`src/hdl/boiler_consts.svh`:
```
// Constant names for the burner controller upper register bank.
`ifndef BOILER_CONSTS_SVH
`define BOILER_CONSTS_SVH
`define ADDR_PASSCODE 16'h0520
`define ADDR_LABEL 16'h0530
`define ADDR_NOTE 16'h0540
`define ADDR_MAKER_ID 16'h0550
`define ADDR_BANK_LAST 16'h0fff
`define WINDOW_WORDS 16'h000a
`define TEXT_RESET 16'h0000
`define EXC_ILLEGAL_ADDR 8'h02
`define EXC_DENIED 8'h03
`define LEVEL_MAKER 2'h2
`define TEMP_MIN 16'hfe70
`define TEMP_MAX 16'h0514
`define TEMP_UNCONFIGURED 16'h8fff
`define STEP_MAX 8'hc8
`define STEP_TENTHS 11'h005
`define FRACTION_SCALE 19'h003e8
`define RATE_FORMAT_BIT 8
`define SPEED_UNIT_BIT 15
`define LOC_LAST 16'h0004
`define CODE_NONE 16'h0000
`define CODE_LAST_LISTED 16'h000f
`endif

```
`src/hdl/boiler_pkg.sv`:
```
// Types shared by the burner controller register bank and its users.
package boiler_pkg;
  typedef struct packed {
    logic valid;
    logic write;
    logic [15:0] addr;
    logic [15:0] data;
  } reg_req_s;
  typedef struct packed {
    logic valid;
    logic exc;
    logic [7:0] excCode;
    logic [15:0] data;
  } reg_rsp_s;
  typedef enum logic [1:0] {MOD_SENSOR_SWITCH, MOD_DEMAND_SWITCH, MOD_OTHER} mod_source_e;
  typedef enum logic [1:0] {CLASS_NONE, CLASS_HOLD, CLASS_LOCKOUT, CLASS_UNLISTED} fault_class_e;
  // Live values captured into a lockout history record.
  typedef struct packed {
    logic [15:0] code;
    logic [15:0] firstOut;
    logic [15:0] burnerState;
    logic [15:0] seqTime;
    logic [31:0] cycles;
    logic [31:0] hours;
    logic [15:0] io;
    logic [15:0] annunciator;
    logic [15:0] outletTemp;
    logic [15:0] inletTemp;
    logic [15:0] steamPressure;
    logic [15:0] hotWaterTemp;
    logic [15:0] outdoorTemp;
    logic [15:0] stackTemp;
    logic [15:0] loopInput;
    logic [15:0] faultData;
  } lockout_snap_s;
  // Byte 0 is the most significant slice; 34 bytes in all.
  typedef struct packed {
    logic [15:0] code;
    logic [15:0] firstOut;
    logic [15:0] burnerState;
    logic [15:0] seqTime;
    logic [31:0] cycles;
    logic [31:0] hours;
    logic [15:0] io;
    logic [15:0] annunciator;
    logic [15:0] outletTemp;
    logic [15:0] inletOrSteam;
    logic [15:0] hotWaterTemp;
    logic [15:0] outdoorTemp;
    logic [15:0] stackTemp;
    logic [15:0] loopInput;
    logic [7:0] faultByte0;
    logic [7:0] faultByte1;
  } lockout_rec_s;
  // Annunciator configuration record, 26 bytes.
  typedef struct packed {
    logic [15:0] location;
    logic [23:0] shortName;
    logic [7:0] unused;
    logic [159:0] fullName;
  } annunciator_rec_s;
  // Interlock terminal naming record, 24 bytes.
  typedef struct packed {
    logic [23:0] shortName;
    logic [7:0] unused;
    logic [159:0] fullName;
  } interlock_rec_s;
endpackage

```
`src/hdl/boiler_control_register_map.sv`:
```
// Upper register bank and value codecs of the burner controller.
// Functional notes
// - Maker passcode written only at maker level, mirrored.
// - Three read/write ten-word text windows, aliased lower.
// - Temperatures in tenths Celsius, -40 to 130.
// - Disabled temperature reads 0x8FFF.
// - Percentages in tenths, 0 to 1000.
// - Speed top bit picks unit; mismatch invalid.
// - Safety changes need login, then verification.
// - Rate low byte; bit 8 selects format.
// - Step format: 0 to 200 half percents.
// - Fraction format: unsigned fraction of one.
// - Space heating rate decoded per format.
// - Demand mode switches burner on demand one cycle later.
// - Lockout history record fixed byte order.
// - Bytes 22-23 inlet or steam by product.
// - Annunciator record location code zero to four.
// - Interlock naming record short and full names.
// - Code 0 none; codes 1, 2 lockouts.
// - Codes 3-9,12 hold; 10,11,15 lockout; 13,14 either.
`timescale 1ns/10ps
`default_nettype none
`include "boiler_consts.svh"
module boiler_control_register_map (
  input wire logic clock,
  input wire logic reset_n,
  input wire boiler_pkg::reg_req_s req,
  output boiler_pkg::reg_rsp_s rsp,
  input wire logic [1:0] accessLevel,
  output logic [159:0] makerPasscode,
  output logic [159:0] labelText,
  output logic [159:0] noteText,
  output logic [159:0] makerIdText,
  input wire logic [15:0] rawTemp,
  input wire logic tempEnabled,
  output logic [15:0] tempReg,
  input wire logic [15:0] speedWord,
  input wire logic modOutIsPercent,
  output logic speedInvalid,
  input wire logic [15:0] rateWord,
  output logic [10:0] rateTenths,
  output logic rateValid,
  input wire logic safetyChangeReq,
  input wire logic loginOk,
  input wire logic verifyDone,
  output logic safetyChangeAccept,
  output logic verifyPending,
  input wire boiler_pkg::mod_source_e modSource,
  input wire logic heatDemand,
  input wire logic [15:0] loopTemp,
  input wire logic [15:0] setpoint,
  input wire logic [15:0] hysteresis,
  output logic burnerOn,
  input wire logic captureLockout,
  input wire logic productIsSteam,
  input wire boiler_pkg::lockout_snap_s snap,
  output boiler_pkg::lockout_rec_s historyRec,
  input wire boiler_pkg::annunciator_rec_s annRec,
  input wire boiler_pkg::interlock_rec_s ilkRec,
  output logic annLocValid,
  output logic [23:0] ilkShortName,
  input wire logic [15:0] faultCode,
  input wire logic dualAsLockout,
  output boiler_pkg::fault_class_e faultClass
);
  import boiler_pkg::*;

  localparam int WORDS = int'(`WINDOW_WORDS);

  logic [15:0] passQ [WORDS];
  logic [15:0] passD [WORDS];
  logic [15:0] textQ [3][WORDS];
  logic [15:0] textD [3][WORDS];
  reg_rsp_s rspQ, rspD;
  logic [15:0] offPass, offText [3];
  logic inPass, inText [3];

  // Window hits; the subtraction wraps so addresses below a base miss.
  assign offPass = req.addr - `ADDR_PASSCODE;
  assign offText[0] = req.addr - `ADDR_LABEL;
  assign offText[1] = req.addr - `ADDR_NOTE;
  assign offText[2] = req.addr - `ADDR_MAKER_ID;
  assign inPass = offPass < `WINDOW_WORDS;
  assign inText[0] = offText[0] < `WINDOW_WORDS;
  assign inText[1] = offText[1] < `WINDOW_WORDS;
  assign inText[2] = offText[2] < `WINDOW_WORDS;

  // Register access: one answer per request, one cycle later.
  always_comb begin
    passD = passQ;
    textD = textQ;
    rspD = '0;
    rspD.valid = req.valid;
    if (req.valid) begin
      if (req.addr < `ADDR_PASSCODE || req.addr > `ADDR_BANK_LAST) begin
        rspD.exc = 1'b1;
        rspD.excCode = `EXC_ILLEGAL_ADDR;
      end else if (inPass) begin
        if (!req.write) begin
          rspD.exc = 1'b1;
          rspD.excCode = `EXC_ILLEGAL_ADDR;
        end else if (accessLevel < `LEVEL_MAKER) begin
          rspD.exc = 1'b1;
          rspD.excCode = `EXC_DENIED;
        end else begin
          passD[offPass[3:0]] = req.data;
        end
      end else begin
        for (int t = 0; t < 3; t++) begin
          if (inText[t]) begin
            if (req.write) begin
              textD[t][offText[t][3:0]] = req.data;
            end else begin
              rspD.data = textQ[t][offText[t][3:0]];
            end
          end
        end
        // Reserved gaps fall through here: data stays zero, writes drop.
      end
    end
  end

  always_ff @(posedge clock or negedge reset_n) begin
    if (!reset_n) begin
      rspQ <= '0;
      for (int w = 0; w < WORDS; w++) begin
        passQ[w] <= `TEXT_RESET;
        for (int t = 0; t < 3; t++) begin
          textQ[t][w] <= `TEXT_RESET;
        end
      end
    end else begin
      rspQ <= rspD;
      passQ <= passD;
      textQ <= textD;
    end
  end

  assign rsp = rspQ;

  // Flatten the windows so the lower aliases see the same storage.
  for (genvar w = 0; w < WORDS; w++) begin : g_flat
    assign makerPasscode[16*w +: 16] = passQ[w];
    assign labelText[16*w +: 16] = textQ[0][w];
    assign noteText[16*w +: 16] = textQ[1][w];
    assign makerIdText[16*w +: 16] = textQ[2][w];
  end

  // Value codecs. A disabled sensor reports the marker, never a clamped value.
  logic [15:0] tempQ, tempD;
  logic speedBadQ, speedBadD;
  logic [10:0] rateQ, rateD;
  logic rateOkQ, rateOkD;
  logic [18:0] fracProduct;

  assign fracProduct = 19'(rateWord[7:0]) * `FRACTION_SCALE;

  always_comb begin
    if (!tempEnabled) begin
      tempD = `TEMP_UNCONFIGURED;
    end else if ($signed(rawTemp) < $signed(`TEMP_MIN)) begin
      tempD = `TEMP_MIN;
    end else if ($signed(rawTemp) > $signed(`TEMP_MAX)) begin
      tempD = `TEMP_MAX;
    end else begin
      tempD = rawTemp;
    end
    speedBadD = speedWord[`SPEED_UNIT_BIT] != modOutIsPercent;
    if (rateWord[`RATE_FORMAT_BIT]) begin
      rateD = fracProduct[18:8];
      rateOkD = 1'b1;
    end else begin
      rateD = 11'(rateWord[7:0] * `STEP_TENTHS);
      rateOkD = rateWord[7:0] <= `STEP_MAX;
      if (!rateOkD) begin
        rateD = '0;
      end
    end
  end

  always_ff @(posedge clock or negedge reset_n) begin
    if (!reset_n) begin
      tempQ <= `TEMP_UNCONFIGURED;
      speedBadQ <= 1'b0;
      rateQ <= '0;
      rateOkQ <= 1'b0;
    end else begin
      tempQ <= tempD;
      speedBadQ <= speedBadD;
      rateQ <= rateD;
      rateOkQ <= rateOkD;
    end
  end

  assign tempReg = tempQ;
  assign speedInvalid = speedBadQ;
  assign rateTenths = rateQ;
  assign rateValid = rateOkQ;

  // Safety gate; a new change while verification is cleared still sets it.
  logic acceptQ, acceptD, pendQ, pendD;

  always_comb begin
    acceptD = safetyChangeReq && loginOk;
    pendD = pendQ;
    if (verifyDone) begin
      pendD = 1'b0;
    end
    if (acceptD) begin
      pendD = 1'b1;
    end
  end

  always_ff @(posedge clock or negedge reset_n) begin
    if (!reset_n) begin
      acceptQ <= 1'b0;
      pendQ <= 1'b0;
    end else begin
      acceptQ <= acceptD;
      pendQ <= pendD;
    end
  end

  assign safetyChangeAccept = acceptQ;
  assign verifyPending = pendQ;

  // Burner switching; sensor mode keeps state inside the hysteresis band.
  logic burnQ, burnD;

  always_comb begin
    burnD = burnQ;
    case (modSource)
      MOD_DEMAND_SWITCH: begin
        burnD = heatDemand;
      end
      MOD_SENSOR_SWITCH: begin
        if ($signed(loopTemp) >= $signed(setpoint)) begin
          burnD = 1'b0;
        end else if ($signed(loopTemp) < $signed(setpoint - hysteresis)) begin
          burnD = 1'b1;
        end
      end
      default: begin
        burnD = 1'b0;
      end
    endcase
  end

  always_ff @(posedge clock or negedge reset_n) begin
    if (!reset_n) begin
      burnQ <= 1'b0;
    end else begin
      burnQ <= burnD;
    end
  end

  assign burnerOn = burnQ;

  // Lockout history capture and record checks.
  lockout_rec_s recQ, recD;
  logic annOkQ, annOkD;
  logic [23:0] ilkNameQ, ilkNameD;

  always_comb begin
    recD = recQ;
    if (captureLockout) begin
      recD.code = snap.code;
      recD.firstOut = snap.firstOut;
      recD.burnerState = snap.burnerState;
      recD.seqTime = snap.seqTime;
      recD.cycles = snap.cycles;
      recD.hours = snap.hours;
      recD.io = snap.io;
      recD.annunciator = snap.annunciator;
      recD.outletTemp = snap.outletTemp;
      recD.inletOrSteam = productIsSteam ? snap.steamPressure : snap.inletTemp;
      recD.hotWaterTemp = snap.hotWaterTemp;
      recD.outdoorTemp = snap.outdoorTemp;
      recD.stackTemp = snap.stackTemp;
      recD.loopInput = snap.loopInput;
      recD.faultByte0 = snap.faultData[15:8];
      recD.faultByte1 = snap.faultData[7:0];
    end
    annOkD = annRec.location <= `LOC_LAST;
    ilkNameD = ilkRec.shortName;
  end

  always_ff @(posedge clock or negedge reset_n) begin
    if (!reset_n) begin
      recQ <= '0;
      annOkQ <= 1'b0;
      ilkNameQ <= '0;
    end else begin
      recQ <= recD;
      annOkQ <= annOkD;
      ilkNameQ <= ilkNameD;
    end
  end

  assign historyRec = recQ;
  assign annLocValid = annOkQ;
  assign ilkShortName = ilkNameQ;

  // Lockout/hold classification of the first sixteen codes.
  fault_class_e classQ, classD;

  always_comb begin
    if (faultCode == `CODE_NONE) begin
      classD = CLASS_NONE;
    end else if (faultCode > `CODE_LAST_LISTED) begin
      classD = CLASS_UNLISTED;
    end else begin
      case (faultCode[3:0])
        4'h1, 4'h2: classD = CLASS_LOCKOUT;
        4'ha, 4'hb, 4'hf: classD = CLASS_LOCKOUT;
        4'hd, 4'he: classD = dualAsLockout ? CLASS_LOCKOUT : CLASS_HOLD;
        default: classD = CLASS_HOLD;
      endcase
    end
  end

  always_ff @(posedge clock or negedge reset_n) begin
    if (!reset_n) begin
      classQ <= CLASS_NONE;
    end else begin
      classQ <= classD;
    end
  end

  assign faultClass = classQ;

  // Checks on the bank and the codecs.
  chk_pass_denied: assert property (@(posedge clock) disable iff (!reset_n)
    req.valid && req.write && inPass && accessLevel < `LEVEL_MAKER
    |=> rsp.exc && makerPasscode == $past(makerPasscode))
    else $error("Passcode write accepted below maker level.");
  chk_pass_taken: assert property (@(posedge clock) disable iff (!reset_n)
    req.valid && req.write && inPass && accessLevel >= `LEVEL_MAKER
    |=> !rsp.exc && makerPasscode[16*$past(offPass[3:0]) +: 16] == $past(req.data))
    else $error("Passcode write not mirrored.");
  chk_text_readback: assert property (@(posedge clock) disable iff (!reset_n)
    req.valid && req.write && inText[0] ##1 req.valid && !req.write && req.addr == $past(req.addr)
    |=> rsp.data == $past(req.data, 2))
    else $error("Label window did not read back.");
  chk_reserved_zero: assert property (@(posedge clock) disable iff (!reset_n)
    req.valid && !req.write && req.addr >= `ADDR_PASSCODE && req.addr <= `ADDR_BANK_LAST
    && !inPass && !inText[0] && !inText[1] && !inText[2] |=> rsp.valid && !rsp.exc && rsp.data == '0)
    else $error("Reserved read not zero.");
  chk_temp_marker: assert property (@(posedge clock) disable iff (!reset_n)
    !tempEnabled |=> tempReg == `TEMP_UNCONFIGURED)
    else $error("Disabled temperature lacks marker.");
  chk_rate_step: assert property (@(posedge clock) disable iff (!reset_n)
    !rateWord[`RATE_FORMAT_BIT] && rateWord[7:0] == `STEP_MAX |=> rateTenths == 11'h3e8 && rateValid)
    else $error("Full step rate not 100 percent.");
  chk_verify_set: assert property (@(posedge clock) disable iff (!reset_n)
    safetyChangeReq && !loginOk |=> !safetyChangeAccept && (verifyPending == $past(verifyPending)
    || $past(verifyDone)))
    else $error("Safety change taken without login.");
  chk_demand_follow: assert property (@(posedge clock) disable iff (!reset_n)
    modSource == MOD_DEMAND_SWITCH |=> burnerOn == $past(heatDemand))
    else $error("Burner did not follow demand.");
  chk_fault_class: assert property (@(posedge clock) disable iff (!reset_n)
    faultCode == 16'h000a || faultCode == 16'h0002 |=> faultClass == CLASS_LOCKOUT)
    else $error("Lockout code misclassified.");
  chk_speed_unit: assert property (@(posedge clock) disable iff (!reset_n)
    speedWord[`SPEED_UNIT_BIT] == modOutIsPercent |=> !speedInvalid)
    else $error("Matching speed unit flagged invalid.");
  cov_pass_write: cover property (@(posedge clock) req.valid && req.write && inPass);
  cov_unmapped: cover property (@(posedge clock) rsp.valid && rsp.exc);
  cov_capture: cover property (@(posedge clock) captureLockout && productIsSteam);
  cov_sensor_on: cover property (@(posedge clock) modSource == MOD_SENSOR_SWITCH ##1 $rose(burnerOn));
endmodule
`default_nettype wire

```
`config.mk`:
```
export PLATFORM = sky130hd
export DESIGN_NAME = boiler_control_register_map
export DESIGN_NICKNAME = d
export VERILOG_FILES = /design/src/hdl/boiler_pkg.sv /design/src/hdl/boiler_control_register_map.sv
export VERILOG_INCLUDE_DIRS = /design/src /design/src/hdl
export SDC_FILE = /design/constraint.sdc
export NUM_CORES = 1
export LEC_CHECK = 0
export BUFFER_PORTS_ARGS = -buffer_cell sky130_fd_sc_hd__buf_2
export CAP_MARGIN = 20
export CELL_PAD_IN_SITES_DETAIL_PLACEMENT = 1
export CELL_PAD_IN_SITES_GLOBAL_PLACEMENT = 1
export CORE_AREA = 10 10 712 714
export DETAILED_ROUTE_END_ITERATION = 8
export DIE_AREA = 0 0 722 724
export GPL_TIMING_DRIVEN = 0
export PLACE_DENSITY_LB_ADDON = 0.1
export SLEW_MARGIN = 20
export SYNTH_ARGS = -nofsm -noshare
export SYNTH_HDL_FRONTEND = slang
export SYNTH_SLANG_ARGS = --single-unit
```
`constraint.sdc`:
```
create_clock -name clock -period 2.6 [get_ports clock]
set_clock_uncertainty 0.15 [all_clocks]
set_input_delay 0.13 -clock clock [delete_from_list [all_inputs] [get_ports clock]]
set_output_delay 0.13 -clock clock [all_outputs]
set_load 0.02 [all_outputs]
```
==> reports/metrics.cfg <==
[power]
p_leak_nw = 34.7
power_density_nw_per_um2 = 621
peakVddDrop_uv = 483

[synthesis]
ys_seq_area_share_pct = 55.0
synth.distinct_cells = 76
synthCells = 3100
yosys_warnings = 0
netlist_area_um2 = 45100
synthSimpleGateAreaFrac_pct = 4.10
synth_xor_area_share_pct = 0.680
ys_ff_latch = 990
ys_top_cells_by_area = dfrtp_1, mux2_2, mux4_2
avgSynthCellArea_um2 = 14.5
ys.flop_type = dfrtp_1
synthMuxAreaShare_pct = 29.2
synthAdderAreaFrac_pct = 3.83
synth_top_family_by_area = multiplexers
synth_top_area_share_pct = 54.2
yosysTopAreaCell = dfrtp_1
synth_compound_area_share_pct = 4.01
ys_async_sr_fraction_pct = 100
synth-edff-count = 0

[timing]
slew_viol_final = 0
tightest_slew_ps = 1250
finalSetupViolCount = 391
post-route-period-util_pct = 130
fin_setup_tns_ps = -103470
min_period_ps = 3390
grt_setup_unrepaired = yes
fin_ws_ps = -785
relSlewSlack_pct = 16.9
fmax_mhz = 295
final_hold_viol_count = 0

[route]
dr.pass1.iters = 5
drtIter0Drc = 1590
ant_nets = 0
wl_um = 382000
vias_per_cell = 3.12
drc = 0
avgRoutedWirePerCell_um = 31.4
vias = 37944

[cts]
cts-root-buf = clkbuf_16
clk_latency_ps = 880
cts_tree = built
clock-sinks = 990
cts_made_buffers = 160
clkTransAtPathRegs_ps = 50
htreeDepth = 4
cts_max_path_buffers = 4

[worst_setup_path]
timing.critical_path.buf_inv = 3
worstSetupStartpoint = rateWord[1]
r2r_slack_ps = 380
reg2reg_depth = 5
max_stage_delay_ps = 540
critical_path_class = in -> reg
critPathLaunchType = primary input
cpLargestDelayFamily = adder cells
crit_arrival_ps = 3940
cp.depth = 15
path_cells = buf_12, fa_1, inv_1, fa_1, fa_1, fa_1, inv_2, ha_4, a21o_1, a21oi_2, o211ai_1, a221o_1, a21oi_2, xnor2_2, a22o_1
crit_required_ps = 3150
crit_path_max_fanout = 6
reg2reg_from = labelText[105]$_DFFE_PN0P_
crit_path_frequent_cell = fa_1
worstReg2RegEnd = rsp[9]$_DFF_PN0_
cpMaxStageDelayCell = fa_1
endpoint_kind = flop

[global_routing]
grt_pass1_wl_um = 480000
met2_usage_pct = 21.0
grt_overflow = 0
grt_pass1_vias = 41217
busiest_layer = met2
antenna_found_initial = 226
use_met3_pct = 6.10
grt_max_degree = 105
grtUsageMet1_pct = 18.6
grtUsageTotal_pct = 14.0

[min_path]
holdPathStages = 3
holdPathEnd = historyRec[270]$_DFFE_PN0P_
min_path_type = in -> reg
worstHoldStart = snap[286]

[cells_and_area]
area_growth_pct = 65.1
nets = 6417
layout_commonest_cell = buf_2
final_cell_mix = buf_2, dfrtp_1, mux2_2
fillers = 56048
final_util_pct = 15.1
layout-drive-gt1-share_pct = 54.4
design_area_um2 = 74400

[place]
place.port_buffers = 1431
hpwl_um = 320000
place_ws_ps = -2460
gp_congestion = 0.807
placed_area_um2 = 61000

[floorplan]
ios = 1846
core_area_um2 = 492000
die-area_um2 = 523000
rows = 258
die_y_um = 724
initial_core_util_pct = 9.15
die_width_um = 722

[flow_run]
cap_violations = 0

[run_status]
status = finished, violations left
violations = setup timing

-- flip-flops by register name, indices dropped and copies added (netlist names), 2 cells and up --
name,count
labelText,160
rsp,19
ilkShortName,24
makerIdText,160
historyRec,272
makerPasscode,160
faultClass,2
tempReg,16
rateTenths,11
noteText,160
-- metrics by stage --
step | instances | total power (W) | hold slack [ps]
floorplan | 3105 | 0.0194 | -316
global placement | 11036 | 0.0229 | 88.0
detailed placement | 11054 | 0.0230 | -168
CTS | 12044 | 0.0475 | -147
global route | 12079 | 0.0486 | 42.5
finish | 12165 | 0.0462 | 83.1
-- worst max-delay path by stage --
| stage | end | slack (ps) |
|---|---|---|
| floorplan | rateTenths[9]$_DFF_PN0_ | -1190 |
| finish | rateTenths[9]$_DFF_PN0_ | -790 |
| global route | rateTenths[9]$_DFF_PN0_ | -890 |
| global placement | rateValid$_DFF_PN0_ | -26180 |
| detailed placement | makerIdText[57]$_DFFE_PN0P_ | -2460 |
| CTS | rateTenths[9]$_DFF_PN0_ | -710 |
-- power breakdown --
part	internal (W)	leakage, nW	switching [W]	total, W
Clock	0.0128	2.48	0.00912	0.0219
Combinational	0.00315	19.1	0.00488	0.00802
Sequential	0.0160	13.1	0.000337	0.0163
Total	0.0319	34.7	0.0143	0.0462
-- area by class of cell --
| class | count | area (µm²) | share of cell area, % |
|---|---|---|---|
| well taps | 6500 | 8130 | 10.9 |
| flip-flops and latches | 990 | 24800 | 33.3 |
| multi-input cells | 1814 | 19400 | 26.1 |
| plain buffers | 209 | 1160 | 1.56 |
| repair buffers | 2181 | 15100 | 20.3 |
| clock inverters | 43 | 546 | 0.733 |
| clock buffers | 234 | 4590 | 6.17 |
| inverters | 88 | 354 | 0.476 |
| diodes | 106 | 265 | 0.356 |
-- synth_stat cells (all sizes together), types with 3 or more instances --
master and n:
xor2 17, a31oi 23, mux2 928, o211ai 23
a21boi 4, nand4 13, buf 72, nor2b 13
inv 87, o21ai 84, nor4 11, nand2 131
o21a 3, dfrtp 977, a22oi 49, and2 8
nor3 11, nand3 17, clkbuf 141, a21oi 53
fa 23, o21bai 3, mux4 96, dfstp 13
nor2 77, and3 5, nand2b 9, a21o 25
xnor2 18, ha 101, mux2i 19, or4 4
o31ai 3
-- per-layer routing --
metal,part of all wire [%],wire length (µm)
met3,11,42100
met5,0.21,814
met2,43,163000
met4,1.9,7420
met1,44,169000
-- tightest hold or removal path, stage by stage --
cell and delay [ps]:
dlygate4sd3_1 630, buf_2 150, mux2_2 130
-- cell families (layout without fill, tap and decap cells) --
family / Yosys count / in the layout
buffers and inverters: 301 / 2755
other: 1 / 112
XOR/XNOR: 35 / 35
flip-flops: 990 / 990
AO/OA/AOI/OAI: 286 / 286
AND/OR/NAND/NOR: 320 / 320
multiplexers: 1043 / 1043
adder cells (fa/ha/maj): 124 / 124
-- what timing repair did --
action | 4_1_cts | 5_1_grt
buffers inserted | 54 | 17
endpoints found under the setup margin | 634 | 523
pin swaps | 59 | 36
cloned | 0 | 3
hold endpoints to repair | 1388 | 122
resized for setup | 93 | 66
hold buffers | 660 | 1
No activity file was read; power rests on OpenSTA's default activity.
